**src/rtl/card_host_regs.svh**
```systemverilog
// Constants for the card socket host access controller
// Operation
// - Attribute accesses (info table, config registers) are made with attribute select low.
// - I/O task reads hold attribute select low, pulse I/O read, steer lanes.
// - Memory task reads hold attribute select high, pulse output enable, I/O strobes high.
// - Memory task writes hold attribute select high, pulse write enable only.
// - In I/O card mode attribute select stays low for all accesses.
`ifndef CARD_HOST_REGS_SVH
`define CARD_HOST_REGS_SVH
`define SETUP_CYC 4'h2
`define STROBE_CYC 4'h6
`define HOLD_CYC 4'h2
`define ALT_STATUS_ADDR 11'h006
`define DATA_REG_ADDR 11'h000
`define CFG_BASE_ADDR 11'h200
`define CFG_LAST_ADDR 11'h206
`endif

```
**src/rtl/card_host_pkg.sv**
```systemverilog
// Types for the card socket host access controller
package card_host_pkg;
  typedef enum logic [1:0] {
    MAP_MEMORY = 2'h0,
    MAP_IO = 2'h1,
    MAP_FIXED = 2'h2
  } map_mode_type;
  typedef enum logic [1:0] {
    SIZE_BYTE = 2'h0,
    SIZE_WORD = 2'h1,
    SIZE_ODD = 2'h2
  } size_type;
  typedef enum logic [3:0] {
    ST_IDLE = 4'h1,
    ST_SETUP = 4'h2,
    ST_STROBE = 4'h4,
    ST_HOLD = 4'h8
  } state_type;
endpackage : card_host_pkg

```
**src/rtl/card_host_access.sv**
```systemverilog
// Host controller driving a removable storage card through its socket strobes
`timescale 1ns/10ps
`include "card_host_regs.svh"
module card_host_access
  import card_host_pkg::*;
(
  input wire logic sys_clk_in,
  input wire logic rst_n_in,
  input wire map_mode_type mode_in,
  input wire logic req_in,
  input wire logic write_in,
  input wire logic attr_in,
  input wire size_type size_in,
  input wire logic [10:0] addr_in,
  input wire logic [15:0] wdata_in,
  input wire logic byte_mode_in,
  output logic ready_out,
  output logic done_out,
  output logic refused_out,
  output logic [15:0] rdata_out,
  output logic word_expected_out,
  input wire logic [15:0] data_lanes_in,
  input wire logic word_cycle_indicator_n_in,
  output logic [15:0] data_lanes_out,
  output logic [15:0] data_lanes_oe_out,
  output logic [10:0] addr_pins_out,
  output logic byte_select_lsb_out,
  output logic low_lane_enable_n_out,
  output logic high_lane_enable_n_out,
  output logic attr_select_n_out,
  output logic output_enable_n_out,
  output logic write_enable_n_out,
  output logic io_read_strobe_n_out,
  output logic io_write_strobe_n_out
);
  state_type state_r, state_nxt;
  logic [3:0] cnt_r;
  logic write_r, attr_r, fixed_r;
  size_type size_r;
  logic [10:0] addr_r;
  logic [15:0] wdata_r, rdata_r;
  logic done_r, refused_r;
  logic [15:0] lanes_meta_r, lanes_sync_r;
  logic ind_meta_r, ind_sync_r;
  logic low_en_n, high_en_n, lsb;
  logic [15:0] lanes_w, lane_oe_w;

  // Request checks: fixed mode refuses attribute (incl. config-register) access
  wire fixed_req = (mode_in == MAP_FIXED);
  wire cfg_hit = attr_in && (addr_in >= `CFG_BASE_ADDR) && (addr_in <= `CFG_LAST_ADDR);
  wire bad_fixed = fixed_req && (attr_in || cfg_hit);
  // Fixed data register stays 16-bit until byte mode is commanded
  wire bad_width = fixed_req && !byte_mode_in && (addr_in == `DATA_REG_ADDR)
                   && (size_in != SIZE_WORD);
  wire bad_odd_fixed = fixed_req && (size_in == SIZE_ODD) && (addr_in != `ALT_STATUS_ADDR);
  wire refuse = bad_fixed || bad_width || bad_odd_fixed;
  wire idle = (state_r == ST_IDLE);
  wire accept = idle && req_in && !refuse;
  assign ready_out = idle;

  // Sequencer: setup, one strobe, hold
  wire cnt_end = (cnt_r == 4'h0);
  always_comb begin
    case (state_r)
      ST_IDLE: state_nxt = accept ? ST_SETUP : ST_IDLE;
      ST_SETUP: state_nxt = cnt_end ? ST_STROBE : ST_SETUP;
      ST_STROBE: state_nxt = cnt_end ? ST_HOLD : ST_STROBE;
      ST_HOLD: state_nxt = cnt_end ? ST_IDLE : ST_HOLD;
      default: state_nxt = ST_IDLE;
    endcase
  end

  wire [3:0] cnt_load = (state_r == ST_IDLE) ? `SETUP_CYC - 4'h1 :
                        (state_r == ST_SETUP) ? `STROBE_CYC - 4'h1 : `HOLD_CYC - 4'h1;
  wire state_move = (state_nxt != state_r);

  // State and timing counter
  always_ff @(posedge sys_clk_in) begin
    if (!rst_n_in) begin
      state_r <= ST_IDLE;
      cnt_r <= 4'h0;
    end else begin
      state_r <= state_nxt;
      cnt_r <= state_move ? cnt_load : cnt_r - 4'h1;
    end
  end

  // Request capture
  always_ff @(posedge sys_clk_in) begin
    if (!rst_n_in) begin
      write_r <= 1'b0;
      attr_r <= 1'b0;
      fixed_r <= 1'b0;
      size_r <= SIZE_BYTE;
      addr_r <= 11'h000;
      wdata_r <= 16'h0000;
    end else if (accept) begin
      write_r <= write_in;
      attr_r <= attr_in && !fixed_req;
      fixed_r <= fixed_req;
      size_r <= size_in;
      addr_r <= addr_in;
      wdata_r <= wdata_in;
    end
  end

  // Pin inputs pass two flip-flops
  always_ff @(posedge sys_clk_in) begin
    if (!rst_n_in) begin
      lanes_meta_r <= 16'h0000;
      lanes_sync_r <= 16'h0000;
      ind_meta_r <= 1'b1;
      ind_sync_r <= 1'b1;
    end else begin
      lanes_meta_r <= data_lanes_in;
      lanes_sync_r <= lanes_meta_r;
      ind_meta_r <= word_cycle_indicator_n_in;
      ind_sync_r <= ind_meta_r;
    end
  end

  lane_steer u_steer (
    .size_in(size_r),
    .addr_in(addr_r),
    .attr_in(attr_r),
    .fixed_in(fixed_r),
    .wdata_in(wdata_r),
    .low_lane_enable_n_out(low_en_n),
    .high_lane_enable_n_out(high_en_n),
    .byte_select_lsb_out(lsb),
    .lanes_out(lanes_w),
    .lane_oe_out(lane_oe_w)
  );

  // Read capture: attribute reads keep only the even byte, byte LSB-high to high half except in fixed mode
  wire odd_low = (size_r == SIZE_BYTE) && addr_r[0] && !attr_r && !fixed_r;
  wire [7:0] rd_hi = attr_r ? 8'h00 : lanes_sync_r[15:8];
  wire [7:0] rd_lo = (attr_r && (size_r == SIZE_ODD || addr_r[0])) ? 8'h00 : lanes_sync_r[7:0];
  wire [15:0] rd_word = (size_r == SIZE_ODD && !fixed_r) ? {rd_hi, 8'h00} :
                        odd_low ? {rd_lo, 8'h00} :
                        (size_r == SIZE_WORD) ? {rd_hi, rd_lo} : {8'h00, rd_lo};
  wire last_strobe = (state_r == ST_STROBE) && cnt_end;
  always_ff @(posedge sys_clk_in) begin
    if (!rst_n_in) begin
      rdata_r <= 16'h0000;
      done_r <= 1'b0;
      refused_r <= 1'b0;
    end else begin
      if (last_strobe && !write_r) begin
        rdata_r <= rd_word;
      end
      done_r <= (state_r == ST_HOLD) && cnt_end;
      refused_r <= idle && req_in && refuse;
    end
  end
  assign rdata_out = rdata_r;
  assign done_out = done_r;
  assign refused_out = refused_r;
  assign word_expected_out = !ind_sync_r;

  // Pin drive: address and enables stand for the whole access
  wire busy = !idle;
  wire strobe = (state_r == ST_STROBE);
  assign addr_pins_out = busy ? addr_r : 11'h000;
  assign byte_select_lsb_out = busy ? lsb : 1'b0;
  assign low_lane_enable_n_out = busy ? low_en_n : 1'b1;
  assign high_lane_enable_n_out = busy ? high_en_n : 1'b1;
  // Attribute select low for attribute and I/O-mode cycles, high for memory task file and fixed mode
  assign attr_select_n_out = fixed_r ? 1'b1 : !(attr_r || (mode_in == MAP_IO));
  wire io_map = fixed_r || (!attr_r && (mode_in == MAP_IO));
  // Output enable tied low in fixed mode to select it
  assign output_enable_n_out = (mode_in == MAP_FIXED) ? 1'b0 :
                               !(strobe && !write_r && !io_map);
  assign write_enable_n_out = !(strobe && write_r && !io_map);
  assign io_read_strobe_n_out = !(strobe && !write_r && io_map);
  assign io_write_strobe_n_out = !(strobe && write_r && io_map);
  assign data_lanes_out = lanes_w;
  assign data_lanes_oe_out = (busy && write_r) ? lane_oe_w : 16'h0000;

  // Checks
  property p_one_strobe;
    @(posedge sys_clk_in) disable iff (!rst_n_in)
      $fell(io_read_strobe_n_out) |-> !io_read_strobe_n_out [*6] ##1 io_read_strobe_n_out;
  endproperty
  a_one_strobe: assert property (p_one_strobe) else $error("strobe width wrong");
  property p_fixed_no_mem;
    @(posedge sys_clk_in) disable iff (!rst_n_in)
      fixed_r && busy |-> write_enable_n_out && !output_enable_n_out;
  endproperty
  a_fixed_no_mem: assert property (p_fixed_no_mem) else $error("memory strobe in fixed");
  property p_fixed_refuse_attr;
    @(posedge sys_clk_in) disable iff (!rst_n_in)
      idle && req_in && fixed_req && attr_in |=> refused_out && ready_out;
  endproperty
  a_fixed_refuse_attr: assert property (p_fixed_refuse_attr) else $error("attr not refused");
  property p_attr_sel;
    @(posedge sys_clk_in) disable iff (!rst_n_in)
      busy && attr_r |-> !attr_select_n_out && io_read_strobe_n_out && io_write_strobe_n_out;
  endproperty
  a_attr_sel: assert property (p_attr_sel) else $error("attribute select high");
  property p_attr_wr_lane;
    @(posedge sys_clk_in) disable iff (!rst_n_in)
      busy && attr_r && write_r |-> data_lanes_oe_out[15:8] == 8'h00;
  endproperty
  a_attr_wr_lane: assert property (p_attr_wr_lane) else $error("attr high lane driven");
  property p_fixed_enables;
    @(posedge sys_clk_in) disable iff (!rst_n_in)
      busy && fixed_r |-> low_lane_enable_n_out || high_lane_enable_n_out;
  endproperty
  a_fixed_enables: assert property (p_fixed_enables) else $error("both enables low");
  property p_mem_read;
    @(posedge sys_clk_in) disable iff (!rst_n_in)
      !output_enable_n_out && !fixed_r |-> attr_select_n_out || attr_r;
  endproperty
  a_mem_read: assert property (p_mem_read) else $error("memory read select");
  property p_done;
    @(posedge sys_clk_in) disable iff (!rst_n_in)
      accept |-> ##11 done_out;
  endproperty
  a_done: assert property (p_done) else $error("done late");
  property p_odd_lane;
    @(posedge sys_clk_in) disable iff (!rst_n_in)
      busy && write_r && !fixed_r && size_r == SIZE_ODD |-> data_lanes_oe_out[7:0] == 8'h00;
  endproperty
  a_odd_lane: assert property (p_odd_lane) else $error("odd low lane driven");
  c_io_read: cover property (@(posedge sys_clk_in) $fell(io_read_strobe_n_out));
  c_mem_write: cover property (@(posedge sys_clk_in) $fell(write_enable_n_out));
  c_refused: cover property (@(posedge sys_clk_in) refused_out);
endmodule : card_host_access

```
**src/rtl/lane_steer.sv**
```systemverilog
// Lane steering: enables, address LSB and byte lanes for one access
`timescale 1ns/10ps
module lane_steer
  import card_host_pkg::*;
(
  input wire size_type size_in,
  input wire logic [10:0] addr_in,
  input wire logic attr_in,
  input wire logic fixed_in,
  input wire logic [15:0] wdata_in,
  output logic low_lane_enable_n_out,
  output logic high_lane_enable_n_out,
  output logic byte_select_lsb_out,
  output logic [15:0] lanes_out,
  output logic [15:0] lane_oe_out
);
  // Fixed mode: high enable alone only for alternate status / control at 6
  wire fixed_hi = fixed_in && (addr_in == `ALT_STATUS_ADDR) && (size_in == SIZE_ODD);
  wire odd_sel = (size_in == SIZE_ODD) && !fixed_in;
  wire word_sel = (size_in == SIZE_WORD);
  // Enables: never both low in fixed mode
  assign low_lane_enable_n_out = fixed_hi ? 1'b1 : odd_sel;
  assign high_lane_enable_n_out = fixed_in ? !fixed_hi : !(word_sel || odd_sel);
  assign byte_select_lsb_out = addr_in[0];
  // Byte cycle with LSB high moves odd byte on low lane; odd cycle uses high lane except in fixed mode
  // Fixed mode task file bytes always come from the low byte of the write data
  wire odd_on_low = (size_in == SIZE_BYTE) && addr_in[0] && !attr_in && !fixed_in;
  wire [7:0] low_byte = odd_on_low ? wdata_in[15:8] : wdata_in[7:0];
  assign lanes_out = {wdata_in[15:8], fixed_hi ? wdata_in[7:0] : low_byte};
  // Attribute writes only ever drive the low lane
  assign lane_oe_out[7:0] = {8{!odd_sel || fixed_hi}};
  assign lane_oe_out[15:8] = {8{(word_sel || odd_sel) && !attr_in && !fixed_hi}};
endmodule : lane_steer

```
**config.mk**
```make
export PLATFORM = sky130hd
export DESIGN_NAME = card_host_access
export DESIGN_NICKNAME = d
export VERILOG_FILES = /design/src/rtl/card_host_pkg.sv /design/src/rtl/card_host_access.sv /design/src/rtl/lane_steer.sv
export VERILOG_INCLUDE_DIRS = /design/src /design/src/rtl
export SDC_FILE = /design/constraint.sdc
export NUM_CORES = 1
export LEC_CHECK = 0
export BUFFER_PORTS_ARGS = -buffer_cell sky130_fd_sc_hd__buf_2
export CAP_MARGIN = 20
export CORE_UTILIZATION = 34
export CTS_CLUSTER_SIZE = 40
export DETAILED_ROUTE_END_ITERATION = 12
export GPL_TIMING_DRIVEN = 0
export PLACE_DENSITY = 0.64
export SLEW_MARGIN = 20
export SYNTH_ARGS = -nofsm -noshare
export SYNTH_HDL_FRONTEND = slang
export SYNTH_SLANG_ARGS = --single-unit
```
**constraint.sdc**
```tcl
create_clock -name sys_clk_in -period 2.7 [get_ports sys_clk_in]
set_clock_uncertainty 0.05 [all_clocks]
set_input_delay 0.54 -clock sys_clk_in [delete_from_list [all_inputs] [get_ports sys_clk_in]]
set_output_delay 0.54 -clock sys_clk_in [all_outputs]
set_load 0.01 [all_outputs]
```
==> results.cfg <==
[run_status]
outcome = finished clean

[worst_setup_path]
worst_setup_path_start_kind = flop
worstPathArrival_ns = 1.97
path_class = flop to output pin
worst_endpoint_required_time_ns = 2.11
critical_path.max_stage_delay_ns = 0.67
cells_traversed_along_the_worst_timing_path = inv_1 -> or4b_2 -> nor3_1 -> o21bai_1 -> buf_2
critical_path_end_type = output pin
crit_fanout = 5
worst_path_max_delay_cell = or4b_2

[floorplanning]
die-area_mm2 = 0.0120
die-height_um = 110
initial_utilization = 0.356
placement_rows = 38
io_pins = 125
die_w_um = 110
coreArea_mm2 = 0.0111

[layout]
antenna-diode-count = 0
ff_latch_area_mm2 = 0.00185
finalNetCount = 612
fillCellCount = 1094
multi_input_comb_area_mm2 = 0.00179
final_layout_size_suffix_gt1_frac = 0.342
area_growth_pct = 28.3

[placed_design]
hpwl_um = 7250
io_buffers = 123
routabilityCongestion = 0.792
dpl_worst_slack_ns = -0.0798

[power_and_ir_drop]
vdd.ir_drop.worst_v = 0.000325
p_int_uw = 2390
p_seq_frac = 0.458
power_switching_uw = 920
power.clock.fraction = 0.363
cellPowerDensity_mw_per_mm2 = 653
power.share.combinational = 0.179
leakagePower_uw = 0.00234
fraction_of_power_spent_switching_nets = 0.278

[routing]
finalWirelength_um = 9510
drc = 0
detailroute.via_count = 3265
wire_length_per_cell_um = 13.5
viasPerCell = 4.65
dr.pass1.iters = 5
drt_first_iter_violations = 149
postRouteAntennaNets = 0

[grt]
grt_start_max_net_pins = 18
global_route_wire_length_before_repair_um = 14900
first_global_vias = 3037
groute.usage.overall = 0.163
number_of_antenna_violations_at_the_first_check_in_global_routing = 0
grt.overflow.total = 0

[logic_synthesis]
yosys.area.top_type = dfxtp_1
synth-xor-area-share = 0.00444
yosys.area_share.adder = 0.00317
synth.yosys.warnings = 0
synth-compound-area-share = 0.0688
postSynthNetCount = 479
share_of_flip_flops_with_an_asynchronous_set_or_reset_after_synthesis = 0
synthSimpleGateAreaFrac = 0.269
ys_seq_elements = 92
syn-mean-instance-area_um2 = 9.31
synth_top_family_by_area = simple AND/OR/NAND/NOR gates
post-synth-top-area-fraction = 0.466
synthesis.instances = 424
yosysSeqAreaShare = 0.466
synth.area.top_cells = dfxtp_1 47%, mux2i_1 7.9%, nand2_1 6.8%
synthDistinctLibCells = 43
postSynth.topFlopCell = dfxtp_1
number_of_enable_flip_flop_cells_after_synthesis = 0
synth.mux.area_fraction = 0.101
post_synth_instance_area_mm2 = 0.00395

[timing]
fin_crit_sh = 0.948
timing_worst_slew_pin_value_ns = 0.608
timing.final.setup_violations = 0
setup_slack_ns = 0.139
drv_slew = 0
rsz0062_at_grt = false
setup_tns_ns = 0
headroom_to_the_max_slew_limit = 0.594
clock.fmax_mhz = 391
hold_violations = 0
timing.final.crit_period_ns = 2.56

[worst_hold_path]
worstHoldPathType = input pin to flop

[flow_run]
cap_viol_max_count = 0

[clock_tree]
clock_sink_count = 92
ctsRootBufferMaster = clkbuf_16
clock_insertion_delay_worst_skew_ns = 0.34
ctsLongestPathBuffers = 2
path_clk_slew_ns = 0.07
hold_buffers = 0
htreeDepth = 3
cts_tree = yes
clock_buffers_created_by_tritoncts = 9
## per-layer routing
layer | vias up | track usage | routed length (µm)
li1 | 1665 | - | -
met3 | 9 | 0.0326 | 477
met4 | 0 | 0.0457 | 93
met5 | - | 0 | 0
met1 | 1491 | 0.198 | 4350
met2 | 100 | 0.290 | 4580
## final cells by class
type | count | share of cell area
plain buffers | 45 | 0.0632
clock buffers | 10 | 0.0452
clock inverters | 6 | 0.0111
inverters | 6 | 0.00445
multi-input cells | 279 | 0.354
flip-flops and latches | 92 | 0.365
well taps | 140 | 0.0346
repair buffers | 124 | 0.123
## stage by stage
step                      utilization  area, µm²  cells  power (µW)  hold slack, ns
after floorplan                     -       3950    424        1920           0.336
after global placement          0.428       4740    687        2110           0.345
after detailed placement        0.428       4740    687        2120           0.346
after CTS                       0.457       5060    703        3330           0.339
after global routing            0.457       5070    702        3460           0.337
final                           0.457       5070    702        3310           0.342
## Yosys cell counts, drive strengths merged (2+ instances only)
| master | n |
|---|---|
| dfxtp | 92 |
| nand2 | 72 |
| and2 | 36 |
| mux2i | 31 |
| buf | 28 |
| nor2 | 23 |
| nor2b | 21 |
| clkbuf | 19 |
| nor3b | 10 |
| nand2b | 9 |
| a221oi | 8 |
| a22oi | 8 |
| mux2 | 8 |
| a21oi | 7 |
| nor3 | 7 |
| inv | 6 |
| nor4b | 6 |
| nor4 | 5 |
| o21ai | 4 |
| a21o | 2 |
| and3 | 2 |
| nand3 | 2 |
| nand4 | 2 |
| o21a | 2 |
| xor2 | 2 |
## critical path, delay by kind of cell, from the launching register on
family	cells	cell delay (ns)
AND/OR/NAND/NOR	2	0.85
flip-flops	1	0.38
buffers and inverters	2	0.27
AO/OA/AOI/OAI	1	0.14
## sequential cells by signal (all words and copies together), names as in the netlist
name,cells
lanes_meta_r,16
wdata_r,16
write_r,1
refused_out,1
size_r,2
state_r,4
addr_r,11
attr_r,1
done_out,1
fixed_r,1
lanes_sync_r,16
ind_sync_r,1
ind_meta_r,1
cnt_r,4
rdata_out,16
## worst paths after layout
kind	startpoint	to	slack, ns	depth (start not counted)
max	fixed_r	high_lane_enable_n_out	0.14	5
min	word_cycle_indicator_n_in	ind_meta_r	0.34	2
max reg2reg	cnt_r[0]	rdata_out[9]	0.47	7
min reg2reg	ind_meta_r	ind_sync_r	0.36	1
## cell families after synthesis
| group | count (synthesis) |
|---|---|
| and+or+nand+nor | 199 |
| DFF | 92 |
| buffers and inverters | 53 |
| muxes | 39 |
| AOI/OAI and AO/OA | 38 |
| xor gates and xnor gates | 2 |
| adders and majority gates | 1 |
## cell usage in the layout, fill, tap and decap left out, types with 7 or more instances in the layout
cell	netlist	layout
a221oi_1	8	8
a22oi_1	8	8
and2_1	36	35
buf_2	1	123
buf_4	23	25
clkbuf_1	19	16
clkbuf_16	0	9
dfxtp_1	92	88
mux2_2	8	8
mux2i_1	31	31
nand2_1	72	72
nand2b_1	9	9
nor2_1	22	21
nor2b_1	21	21
nor3_1	7	7
nor3b_1	10	9
## timing repair
| item | 4_1_cts | 5_1_grt |
|---|---|---|
| endpoints found under the setup margin | 32 | 24 |
| setup buffers | 1 | 0 |
| gates resized for setup | 9 | 8 |
| pin swaps | 1 | 1 |
## power by group through the flow
stage / combinational (µW) / clock (µW) / sequential (µW)
final: 593 / 1200 / 1510
after global routing: 656 / 1280 / 1520
after CTS: 601 / 1220 / 1510
after detailed placement: 584 / 0 / 1540
after global placement: 574 / 0 / 1530
after floorplan: 406 / 0 / 1520
Note: power is estimated with default switching activity, not from simulation.
